--- config.mk ---
export PLATFORM = sky130hd
export DESIGN_NAME = lsb_bridge
export DESIGN_NICKNAME = d
export VERILOG_FILES = /design/src/core/lsb_pkg.sv /design/src/core/lsb_bridge.sv
export SDC_FILE = /design/constraint.sdc
export NUM_CORES = 1
export LEC_CHECK = 0
export ABC_AREA = 1
export BUFFER_PORTS_ARGS = -buffer_cell sky130_fd_sc_hd__buf_2
export CORE_UTILIZATION = 60
export DETAILED_ROUTE_END_ITERATION = 16
export MAX_ROUTING_LAYER = met4
export PLACE_DENSITY = 0.89
export REMOVE_ABC_BUFFERS = 1
export SLEW_MARGIN = 20
export SYNTH_ARGS = -nofsm -noshare
export SYNTH_HDL_FRONTEND = slang
export SYNTH_SLANG_ARGS = --single-unit
export TNS_END_PERCENT = 5
--- constraint.sdc ---
create_clock -name clk_sys -period 3.4 [get_ports clk_sys]
set_input_delay 0.17 -clock clk_sys [delete_from_list [all_inputs] [get_ports clk_sys]]
set_output_delay 0.17 -clock clk_sys [all_outputs]
set_load 0.02 [all_outputs]
--- src/core/lsb_pkg.sv ---
package lsb_pkg;

	// =====================================================================
	// clocking
	localparam int unsigned CLK_HZ       = 40_000_000;
	localparam int unsigned CLK_MHZ      = 40;
	localparam int unsigned XTAL_HZ      = 15_000_000;
	localparam int unsigned CPU_HZ       = XTAL_HZ / 3;
	localparam int unsigned DMA_HZ       = XTAL_HZ / 2;
	localparam int unsigned SIO_HZ       = XTAL_HZ / 4;
	localparam int unsigned NCO_W        = 27;
	localparam logic [NCO_W-1:0] NCO_MOD = NCO_W'(CLK_HZ);
	// phase steps: twice the output rate, one toggle per wrap
	localparam logic [NCO_W-1:0] NCO_INC [3] = '{
		NCO_W'(2 * CPU_HZ), NCO_W'(2 * DMA_HZ), NCO_W'(2 * SIO_HZ)};
	localparam logic [NCO_W-1:0] NCO_RST   = 27'h0000000;

	// =====================================================================
	// processor reset stretch, in processor clock cycles
	localparam logic [2:0] CPU_RST_CYC = 3'h4;

	// =====================================================================
	// bus timeout one-shot
	localparam int unsigned TIMEOUT_NS  = 10_000;
	localparam int unsigned TIMEOUT_CYC =
		(TIMEOUT_NS * CLK_MHZ + 999) / 1000;

	// =====================================================================
	// local address map, quarter code is addr[19:18]
	localparam logic [1:0] Q_LOCAL_RAM = 2'h0;  // 00000..3ffff
	localparam logic [1:0] Q_SYS_IO    = 2'h1;  // 40000..7ffff
	localparam logic [1:0] Q_SYS_MEM   = 2'h2;  // 80000..bffff
	localparam logic [1:0] Q_LOCAL_ROM = 2'h3;  // c0000..fffff
	// register window inside the low quarter, addr[17:15]
	localparam logic [2:0] REG_AREA    = 3'h1;
	// dma controller inside the register window, addr[7:3]
	localparam logic [4:0] DMA_AREA    = 5'h11;
	// bank used for the system i/o page
	localparam logic [5:0] IO_PAGE_BANK = 6'h3f;
	localparam logic [7:0] TIMEOUT_DATA = 8'hff;

	// =====================================================================
	// bridge sequencer
	typedef enum logic [1:0] {
		LSB_IDLE = 2'b00,
		LSB_REQ  = 2'b01,
		LSB_XFER = 2'b10,
		LSB_HOLD = 2'b11
	} lsb_state_e;

endpackage : lsb_pkg

--- src/core/lsb_bridge.sv ---
// Contract
// RQ1 - local 00000..3ffff goes to on-board ram and control registers
// RQ2 - local 40000..7ffff reaches the system bus i/o page
// RQ3 - local 80000..bffff reaches system memory through the bank register
// RQ4 - local c0000..fffff selects on-board prom and rom
// RQ5 - registers sit in memory space; only diagnostics decode in i/o space
// RQ6 - partial register decode, low bits ignored except for the dma block
// RQ7 - six-bit bank register picks one 64k bank of the 22-bit space
// RQ8 - system address is bank bits above local address bits 15..0
// RQ9 - control bit 7 set gives byte transfers, clear gives word transfers
// RQ10 - a system access raises local wait and requests bus mastership
// RQ11 - after grant drive read or write strobe low, hold until reply
// RQ12 - target replies after taking write data or driving read data
// RQ13 - on reply finish the bus cycle and release local wait
// RQ14 - no reply before the one-shot expires sets bit 6, ends strobe
// RQ15 - reset input high gives processor reset for four processor clocks
// RQ16 - 5, 7.5 and 3.75 mhz clocks derived from a 15 mhz crystal; here made by phase accumulators from the 40 mhz system clock
// RQ17 - byte mode runs one bus cycle; byte writes drive byte_write_select
// RQ18 - word mode even write only latches; odd write sends whole word
// RQ19 - word mode even read fetches word; odd read comes from latch
// RQ20 - firmware polls the timeout flag, handles it and clears it
`timescale 1ns/1ps

module lsb_bridge
	import lsb_pkg::*;
#(
	parameter int unsigned TO_CYC = TIMEOUT_CYC
) (
	// clock and reset
	input  wire logic        clk_sys,
	input  wire logic        rst_n,
	input  wire logic        rst_in,
	// local processor bus (pins)
	input  wire logic [19:0] loc_addr,
	input  wire logic [7:0]  loc_wdata,
	input  wire logic        loc_rd_n,
	input  wire logic        loc_wr_n,
	input  wire logic        loc_io,
	output logic      [7:0]  loc_rdata_ff,
	output logic             wait_req_ff,
	// local selects
	output logic             ram_sel_ff,
	output logic             ctl_sel_ff,
	output logic             dma_sel_ff,
	output logic      [2:0]  dma_idx_ff,
	output logic             rom_sel_ff,
	output logic             diag_sel_ff,
	// control bits
	input  wire logic [5:0]  bank_ext,
	input  wire logic        byte_mode,
	input  wire logic        timeout_clr,
	output logic             timeout_err_ff,
	// system bus (pins)
	input  wire logic        sys_grant_n,
	input  wire logic        sys_reply_n,
	input  wire logic [15:0] sys_rdata,
	output logic             sys_req_ff,
	output logic      [21:0] sys_addr_ff,
	output logic             sys_io_page_ff,
	output logic      [15:0] sys_wdata_ff,
	output logic             sys_oe_ff,
	output logic             sys_din_n_ff,
	output logic             sys_dout_n_ff,
	output logic             byte_write_select_ff,
	// generated clocks and processor reset
	output logic      [2:0]  clk_out_ff,
	output logic             cpu_reset_ff
);

	// =====================================================================
	// elaboration checks
	if (TO_CYC < 1 || TO_CYC > 65535) begin : g_bad_to
		$error("lsb_bridge: TO_CYC out of range");
	end

	// =====================================================================
	// pin synchronisers, two stages before any logic looks
	logic [19:0] addr_s1_ff, addr_s2_ff;
	logic [7:0]  wdat_s1_ff, wdat_s2_ff;
	logic [15:0] rdat_s1_ff, rdat_s2_ff;
	logic [5:0]  ctl_s1_ff,  ctl_s2_ff;

	// one always for all pins; stage 1 only feeds stage 2
	always_ff @(posedge clk_sys) begin
		if (!rst_n) begin
			addr_s1_ff <= 20'h00000;
			addr_s2_ff <= 20'h00000;
			wdat_s1_ff <= 8'h00;
			wdat_s2_ff <= 8'h00;
			rdat_s1_ff <= 16'h0000;
			rdat_s2_ff <= 16'h0000;
			ctl_s1_ff  <= 6'h1b;
			ctl_s2_ff  <= 6'h1b;
		end else begin
			addr_s1_ff <= loc_addr;
			addr_s2_ff <= addr_s1_ff;
			wdat_s1_ff <= loc_wdata;
			wdat_s2_ff <= wdat_s1_ff;
			rdat_s1_ff <= sys_rdata;
			rdat_s2_ff <= rdat_s1_ff;
			ctl_s1_ff  <= {rst_in, sys_reply_n, sys_grant_n,
				loc_io, loc_wr_n, loc_rd_n};
			ctl_s2_ff  <= ctl_s1_ff;
		end
	end

	logic rd_act, wr_act, io_act, grant, reply, rst_req;
	assign rd_act  = ~ctl_s2_ff[0];
	assign wr_act  = ~ctl_s2_ff[1];
	assign io_act  = ctl_s2_ff[2];
	assign grant   = ~ctl_s2_ff[3];
	assign reply   = ~ctl_s2_ff[4];
	assign rst_req = ctl_s2_ff[5];

	// =====================================================================
	// local decode
	function automatic logic [1:0] quarter(input logic [19:0] a);
		quarter = a[19:18];
	endfunction : quarter

	logic [1:0] q_cur;
	logic       is_sys;
	assign q_cur  = quarter(addr_s2_ff);
	assign is_sys = (q_cur == Q_SYS_IO) || (q_cur == Q_SYS_MEM);

	// selects follow the live strobe; registered so outputs are clean
	always_ff @(posedge clk_sys) begin
		if (!rst_n) begin
			ram_sel_ff  <= 1'b0;
			ctl_sel_ff  <= 1'b0;
			dma_sel_ff  <= 1'b0;
			dma_idx_ff  <= 3'h0;
			rom_sel_ff  <= 1'b0;
			diag_sel_ff <= 1'b0;
		end else begin
			ram_sel_ff  <= (rd_act | wr_act) & ~io_act
				& (q_cur == Q_LOCAL_RAM)
				& (addr_s2_ff[17:15] != REG_AREA);  // see RQ1
			// low bits ignored, except the dma block's index
			ctl_sel_ff  <= (rd_act | wr_act) & ~io_act
				& (q_cur == Q_LOCAL_RAM)
				& (addr_s2_ff[17:15] == REG_AREA)
				& (addr_s2_ff[7:3] != DMA_AREA);  // see RQ5 see RQ6
			dma_sel_ff  <= (rd_act | wr_act) & ~io_act
				& (q_cur == Q_LOCAL_RAM)
				& (addr_s2_ff[17:15] == REG_AREA)
				& (addr_s2_ff[7:3] == DMA_AREA);  // see RQ6
			dma_idx_ff  <= addr_s2_ff[2:0];  // see RQ6
			rom_sel_ff  <= (rd_act | wr_act) & ~io_act
				& (q_cur == Q_LOCAL_ROM);  // see RQ4
			diag_sel_ff <= (rd_act | wr_act) & io_act;  // see RQ5
		end
	end

	// =====================================================================
	// bridge sequencer
	lsb_state_e  state_ff;
	logic        act_prev_ff;
	logic        is_wr_ff;
	logic        odd_ff;
	logic        byte_ff;
	logic [7:0]  wr_lat_lo_ff;
	logic [7:0]  rd_lat_hi_ff;
	logic [15:0] timer_ff;
	logic        start, busy, expired;

	assign start   = (rd_act | wr_act) & ~act_prev_ff & ~io_act;
	assign busy    = (state_ff == LSB_REQ) || (state_ff == LSB_XFER);
	// a reply in the last cycle still counts as a reply
	assign expired = busy && (timer_ff == 16'h0000)
		&& !((state_ff == LSB_XFER) && reply);

	// edge memory for the local strobe
	always_ff @(posedge clk_sys) begin
		if (!rst_n)
			act_prev_ff <= 1'b0;
		else
			act_prev_ff <= rd_act | wr_act;
	end

	// one-shot: loaded on request, runs through grant and strobe
	always_ff @(posedge clk_sys) begin
		if (!rst_n)
			timer_ff <= 16'h0000;
		else if (state_ff == LSB_IDLE)
			timer_ff <= 16'(TO_CYC - 1);
		else if (busy && timer_ff != 16'h0000)
			timer_ff <= timer_ff - 16'h0001;
	end

	// sequencer and system bus drive; wait is raised three clocks after
	// the local strobe because of the pin synchroniser
	always_ff @(posedge clk_sys) begin
		if (!rst_n) begin
			state_ff             <= LSB_IDLE;
			wait_req_ff          <= 1'b0;
			sys_req_ff           <= 1'b0;
			sys_addr_ff          <= 22'h000000;
			sys_io_page_ff       <= 1'b0;
			sys_wdata_ff         <= 16'h0000;
			sys_oe_ff            <= 1'b0;
			sys_din_n_ff         <= 1'b1;
			sys_dout_n_ff        <= 1'b1;
			byte_write_select_ff <= 1'b0;
			loc_rdata_ff         <= 8'h00;
			is_wr_ff             <= 1'b0;
			odd_ff               <= 1'b0;
			byte_ff              <= 1'b0;
			wr_lat_lo_ff         <= 8'h00;
			rd_lat_hi_ff         <= 8'h00;
		end else begin
			case (state_ff)
			LSB_IDLE: begin
				if (start && is_sys) begin
					if (!byte_mode && wr_act && !addr_s2_ff[0]) begin
						wr_lat_lo_ff <= wdat_s2_ff;  // see RQ18
					end else if (!byte_mode && rd_act && addr_s2_ff[0]) begin
						loc_rdata_ff <= rd_lat_hi_ff;  // see RQ19
					end else begin
						wait_req_ff <= 1'b1;  // see RQ10
						sys_req_ff  <= 1'b1;  // see RQ10
						is_wr_ff    <= wr_act;
						odd_ff      <= addr_s2_ff[0];
						byte_ff     <= byte_mode;  // see RQ9
						sys_io_page_ff <= (q_cur == Q_SYS_IO);  // see RQ2
						// word cycles always use the even address
						sys_addr_ff <= {
							(q_cur == Q_SYS_IO) ? IO_PAGE_BANK : bank_ext,
							addr_s2_ff[15:1],
							addr_s2_ff[0] & byte_mode};  // see RQ3 see RQ7 see RQ8
						sys_wdata_ff <= byte_mode
							? {wdat_s2_ff, wdat_s2_ff}
							: {wdat_s2_ff, wr_lat_lo_ff};  // see RQ18
						state_ff <= LSB_REQ;
					end
				end
			end
			LSB_REQ: begin
				if (expired) begin
					sys_req_ff   <= 1'b0;  // see RQ14
					wait_req_ff  <= 1'b0;
					loc_rdata_ff <= TIMEOUT_DATA;
					state_ff     <= LSB_HOLD;
				end else if (grant) begin
					sys_din_n_ff  <= is_wr_ff;  // see RQ11
					sys_dout_n_ff <= ~is_wr_ff;  // see RQ11
					sys_oe_ff     <= is_wr_ff;
					byte_write_select_ff <= is_wr_ff & byte_ff;  // see RQ17
					state_ff      <= LSB_XFER;
				end
			end
			LSB_XFER: begin
				// strobe stands until the target answers or time runs out
				if (reply || expired) begin  // see RQ12
					sys_din_n_ff  <= 1'b1;  // see RQ13 see RQ14
					sys_dout_n_ff <= 1'b1;
					sys_oe_ff     <= 1'b0;
					sys_req_ff    <= 1'b0;
					byte_write_select_ff <= 1'b0;
					wait_req_ff   <= 1'b0;  // see RQ13
					state_ff      <= LSB_HOLD;
					if (!reply)
						loc_rdata_ff <= TIMEOUT_DATA;
					else if (!is_wr_ff && byte_ff)
						loc_rdata_ff <= odd_ff ? rdat_s2_ff[15:8]
							: rdat_s2_ff[7:0];  // see RQ17
					else if (!is_wr_ff) begin
						loc_rdata_ff <= rdat_s2_ff[7:0];  // see RQ19
						rd_lat_hi_ff <= rdat_s2_ff[15:8];  // see RQ19
					end
				end
			end
			LSB_HOLD: begin
				// let the local cycle close before taking another
				if (!rd_act && !wr_act)
					state_ff <= LSB_IDLE;
			end
			default: state_ff <= LSB_IDLE;
			endcase
		end
	end

	// =====================================================================
	// timeout flag: a new timeout beats a clear in the same cycle
	always_ff @(posedge clk_sys) begin
		if (!rst_n)
			timeout_err_ff <= 1'b0;
		else if (expired)
			timeout_err_ff <= 1'b1;  // see RQ14
		else if (timeout_clr)
			timeout_err_ff <= 1'b0;  // see RQ20
	end

	// =====================================================================
	// clock generation: phase accumulators give exact average rates
	// from the system clock; edges jitter by one system period
	logic [NCO_W-1:0] acc_ff [3];
	logic [2:0]       wrap;
	logic [NCO_W-1:0] acc_sum [3];

	always_comb begin
		for (int i = 0; i < 3; i++) begin
			acc_sum[i] = acc_ff[i] + NCO_INC[i];
			wrap[i]    = acc_sum[i] >= NCO_MOD;
		end
	end

	always_ff @(posedge clk_sys) begin
		for (int i = 0; i < 3; i++) begin
			if (!rst_n) begin
				acc_ff[i]     <= NCO_RST;
				clk_out_ff[i] <= 1'b0;
			end else if (wrap[i]) begin
				acc_ff[i]     <= acc_sum[i] - NCO_MOD;  // see RQ16
				clk_out_ff[i] <= ~clk_out_ff[i];
			end else begin
				acc_ff[i]     <= acc_sum[i];
			end
		end
	end

	// =====================================================================
	// processor reset, counted on processor clock rising edges
	logic [2:0] rst_cnt_ff;
	logic       cpu_rise;
	assign cpu_rise = wrap[0] & ~clk_out_ff[0];

	always_ff @(posedge clk_sys) begin
		if (!rst_n) begin
			rst_cnt_ff   <= CPU_RST_CYC;
			cpu_reset_ff <= 1'b1;
		end else begin
			if (rst_req)
				rst_cnt_ff <= CPU_RST_CYC;  // see RQ15
			else if (cpu_rise && rst_cnt_ff != 3'h0)
				rst_cnt_ff <= rst_cnt_ff - 3'h1;
			// changes only on a processor clock edge
			if (cpu_rise)
				cpu_reset_ff <= rst_req || (rst_cnt_ff > 3'h1);  // see RQ15
		end
	end

endmodule : lsb_bridge

Word-level counts from Yosys, hierarchy flattened
Memory sizes are Yosys's and may differ from the RTL's.
Index checks and enable logic that the tools add are counted.
{"block": "totals", "register_bits": 206, "ramBits": 81, "input_bits": 60, "word_cells": 209, "memories": 1}
{"block": "classes", "n_addsub": 8, "order_cmp": 4, "eq_ne": 21, "mux": 66, "n_bitwise": 33, "n_reduce_logical": 38}
{"name": "acc_ff", "depth": 3, "word_bits": 27, "read_ports": 3, "rd_clocked_by_memory_dff": 0, "wr": 3, "line": "lsb_bridge.sv:297", "rtl": "logic [NCO_W-1:0] acc_ff [3];"}
{"cell": "27-bit two-way mux", "count": 6}
{"cell": "27-bit by 26-bit greater-or-equal comparator with 1-bit output, second input constant", "count": 3}
{"cell": "27-bit by 26-bit subtractor with 27-bit output, second input constant", "count": 3}
{"cell": "8-bit two-way mux", "count": 10}
{"cell": "27-bit by 24-bit adder with 27-bit output, second input constant", "count": 2}
{"cell": "1-bit two-way mux", "count": 33}
{"cell": "27-bit by 23-bit adder with 27-bit output, second input constant", "count": 1}
{"cell": "8-bit case mux with 3 select lines", "count": 1}
{"cell": "9-bit two-way mux", "count": 2}
{"cell": "16-bit zero test", "count": 1}
{"cell": "16-bit nonzero test", "count": 1}
{"cell": "16-bit by 1-bit subtractor with 16-bit output, second input constant", "count": 1}
{"cell": "2-bit two-way mux", "count": 7}
{"cell": "1-bit bitwise AND", "count": 13}
{"cell": "1-bit inverter", "count": 13}
{"cell": "1-bit logical AND", "count": 12}
{"cell": "2-bit != test, second input constant", "count": 6}
{"cell": "6-bit AND reduction", "count": 2}
{"cell": "2-bit == test, second input constant", "count": 4}
{"cell": "1-bit case mux with 2 select lines", "count": 4}
{"cell": "2-bit case mux with 4 select lines", "count": 1}
{"cell": "4-bit AND reduction", "count": 2}
{"cell": "1-bit OR", "count": 7}
{"cell": "7-bit AND reduction", "count": 1}
{"cell": "other kinds (20)", "count": 34}

Depth between registers and ports, before layout
An unclocked memory read counts as a cell.
{"block": "logic_depth", "word_depth": 8, "depth_mapped": 20}

Least setup slack after synthesis
OpenSTA, ideal clock, no wires.
{"block": "synth_timing", "path_type": "flip-flop to flip-flop", "startpoint": "memory acc_ff[1][6]", "endpoint": "memory acc_ff[1][19], data pin", "setup_time_ns": 0.253, "t_arrival_ns": 2.274, "required_time_ns": 3.147, "slack_ns": 0.873, "stages_incl_launch_ff": 19, "n_path_buf": 1, "synth_period_minus_slack_ns": 2.527, "cell_sequence": "edfxtp_1 inv_1 ha_1 a21oi_2 or2_2 nand2_1 ha_1 nor2_1 nand3_2 nand3_2 nand2_2 nand2_2 nand2_2 nand2_2 nand2_4 nand2_8 buf_12 nand3b_2 nand2_1"}
{"item": "from (decl)", "line": "lsb_bridge.sv:297"}

==> results.yml <==
critical_path:
  cp.required_ps: 3670
  r2r_setup_slack_ps: 380
  worstPathMaxFanout: 14
  crit_path_start_kind: "flip-flop"
  end_kind: "flip-flop"
  rr_worst_depth: 18
  critical_path_class: "reg -> reg"
  worstPathArrival_ps: 3280
route:
  wl_met1_um: 13600
  vias_per_cell: 5.39
  top_layer_used: "met4"
  wl_met3_um: 2440
  post_drt_wl_per_cell_um: 15.2
  routed-via-count: 12600
  dr.pass1.iters: 6
  wl_met2_um: 17800
  totalWireLength_um: 35600
  drc: 0
  drtIter0Drc: 1002
  final_antenna_net_count: 0
synth:
  ys.flop_type: "dfxtp_1"
  synth_edf_count: 63
  ys_ff_latch: 269
  async_reset_ff_frac: 0
  synth.area.top_cells: "dfxtp_1, edfxtp_1, nand2_1"
  ys_warn_count: 0
  post_synth_num_cell_types: 52
  syn_avg_cell_area_sq_um: 7.40
  ys_seq_area_frac: 0.447
  netlist_area_sq_um: 13400
  syn_inst: 1817
  netlist.area_leader.share: 0.307
  synth_top_area_cell: "dfxtp_1"
die:
  rows: 54
  die_w_um: 152
  initial_utilization: 0.614
  die_area_sq_um: 23000
  pin_count: 126
  core-area_sq_um: 21900
  die_h_um: 152
clock_network:
  htreeDepth: 1
  cts_resized: 0
  cts_max_path_buffers: 3
  cts_tree: "built"
  cts.sinks: 269
  root_buffer: "clkbuf_16"
  numCtsBuffers: 27
  clock_latency_ps: 560
  cts.clk_slew.worst_paths_ps: 60
timing:
  worst_pin_slew_ps: 1140
  finalSetupViolCount: 0
  holdWs_ps: 84.8
  relSlewSlack: 0.239
  finalHoldViolCount: 0
  rsz0062_at_grt: "false"
  period_share: 0.887
  finClkSkew_ps: 23.7
  fin_setup_tns_ps: 0
  layout_min_cycle_time_ps: 3020
  slew_viol_final: 0
  fmax_mhz: 332
final_layout:
  area_growth_pct: 18.3
  drive_gt1_frac: 0.151
  diodes: 0
  n_fill_cell: 1547
  fin_nets: 2126
pwr:
  leakage_nw: 8.12
  powerDensity_nw_per_um2: 782
  swShare: 0.414
  pwr-share-seq: 0.344
  p_comb_frac: 0.420
  pwr-share-clk: 0.235
  internal-power_mw: 7.30
  irDropWorstVdd_mv: 0.635
  total_switching_power_mw: 5.14
worst_hold_path:
  min_path_type: "in -> reg"
  whs_path_depth: 3
grt:
  grt_util_all_layers: 0.326
  grt_overflow: 0
  grt_pass1_vias: 12600
  grt_pass1_wl_um: 58000
  grt_max_degree: 196
  antenna_found_initial: 0
flow_run:
  drv_cap: 0
place:
  gp_congestion: 0.895
  dp_hpwl_um: 20900
  numPortBuffers: 125
status:
  status: "finished, final reports clean"
cells by family after synthesis:
family          after synthesis  share of synthesized area
buf+inv                     337                      0.100
flops                       269                      0.447
simple gates                934                      0.316
compound gates              219                     0.0922
xor+xnor                     36                     0.0246
fa+ha+maj                    21                     0.0195
other cells                   1                   0.000279
synth_stat cells (2+ instances only):
master and n:
a21oi_1 85, buf_4 4, dfxtp_1 206, inv_1 264
nor2_2 9, xor2_2 2, nand3_1 109, xor2_1 26
edfxtp_1 63, nor3_2 4, buf_6 5, ha_1 21
a31oi_1 2, clkbuf_1 34, buf_1 4, nand3b_1 18
nand2_4 8, nand2_2 41, o21ai_0 96, inv_2 16
nand2_1 459, o22ai_2 8, nand4_1 36, nand3_2 15
nand3b_2 5, nor2_1 202, or2_2 9, xnor2_1 8
o21ai_1 4, a21oi_2 6, buf_2 6, inv_4 2
nor3_1 9, a211oi_1 9, o21ai_2 2, nor2_4 4
metrics by stage:
stage / power [mW] / utilization / instance area (sq um) / setup WS [ps] / cells
after global routing: 13.2 / 0.726 / 15900 / 121 / 2343
final: 12.4 / 0.726 / 15900 / 384 / 2343
after global placement: 9.17 / 0.661 / 14500 / 568 / 2238
after CTS: 12.3 / 0.726 / 15900 / 399 / 2343
after floorplan: 8.26 / - / 13400 / -51.7 / 1825
after detailed placement: 9.38 / 0.661 / 14500 / 438 / 2238
layout make-up:
class | instances | area [sq um] | share of cell area
multi-input combinational | 1273 | 6320 | 0.398
sequential | 269 | 6020 | 0.378
timing repair buffer | 191 | 1280 | 0.0808
inverter | 283 | 1070 | 0.0672
clock buffer | 35 | 747 | 0.0470
tap | 280 | 350 | 0.0220
clock inverter | 12 | 114 | 0.00716
critical path, cell delays in order, from the launching register on:
cell and delay, ps:
edfxtp_1 420, ha_1 280, xor2_1 340, ha_1 210
inv_1 60, nand3_1 110, nand2_1 60, nand2_1 90
nand2_1 80, nand2_1 110, nand2_1 100, nand2_1 70
nand2_1 60, nand2_2 70, nand2_4 110, nand2_2 290
inv_1 110, nand2_1 70, o21ai_0 100
metal layers:
layer	vias to the layer above	GRT usage
li1	6118	-
met1	5812	0.357
met2	547	0.567
met3	146	0.0527
met4	0	0.169
met5	-	-
power groups by stage:
| stage | clock [mW] | sequential [mW] | combinational (mW) |
|---|---|---|---|
| after global placement | 0 | 4.31 | 4.86 |
| after floorplan | 0 | 4.32 | 3.94 |
| after global routing | 3.06 | 4.34 | 5.85 |
| after detailed placement | 0 | 4.34 | 5.04 |
| after CTS | 2.91 | 4.27 | 5.15 |
| final | 2.93 | 4.28 | 5.23 |
worst paths after layout:
| check | startpoint | to |
|---|---|---|
| hold / removal | byte_mode | byte_ff$_SDFFE_PN0P_ |
| setup / recovery | acc_ff[0][7]$_DFFE_PP_ | acc_ff[0][9]$_DFFE_PP_ |
| setup reg to reg | acc_ff[0][7]$_DFFE_PP_ | acc_ff[0][9]$_DFFE_PP_ |
| hold reg to reg | rdat_s1_ff[11]$_SDFF_PN0_ | rdat_s2_ff[11]$_SDFF_PN0_ |
sequential cells by signal, summed over array words and instances (netlist names), 16 cells and up:
signal	count
sys_addr_ff	22
rdat_s2_ff	16
rdat_s1_ff	16
sys_wdata_ff	16
addr_s1_ff	20
addr_s2_ff	20
timer_ff	16
acc_ff	63
cells in the final DEF (no fill, tap or decap), drive strengths merged:
cell and n:
a21boi 2, nand3 124, a211oi 9, inv 283, o22ai 9, clkbuf 35, a31oi 2, bufinv 1
a21o 1, ha 21, dfxtp 206, buf 133, clkinvlp 1, nand4 36, nor4 1, or2 9
clkinv 10, nor3b 1, dlygate4sd3 58, nor2 215, conb 63, nand3b 23, nand2 509, nor3 14
a21oi 91, xor2 28, and3 1, xnor2 8, o31ai 1, o21bai 1, and2 1, o21ai 103
edfxtp 63
what timing repair did:
action                                  CTS  global route
endpoints found under the setup margin    0             0
buffers inserted                          0             0
endpoints found under the hold margin    59             0
hold buffers                             58             0
Note: power is estimated with default switching activity, not from simulation.
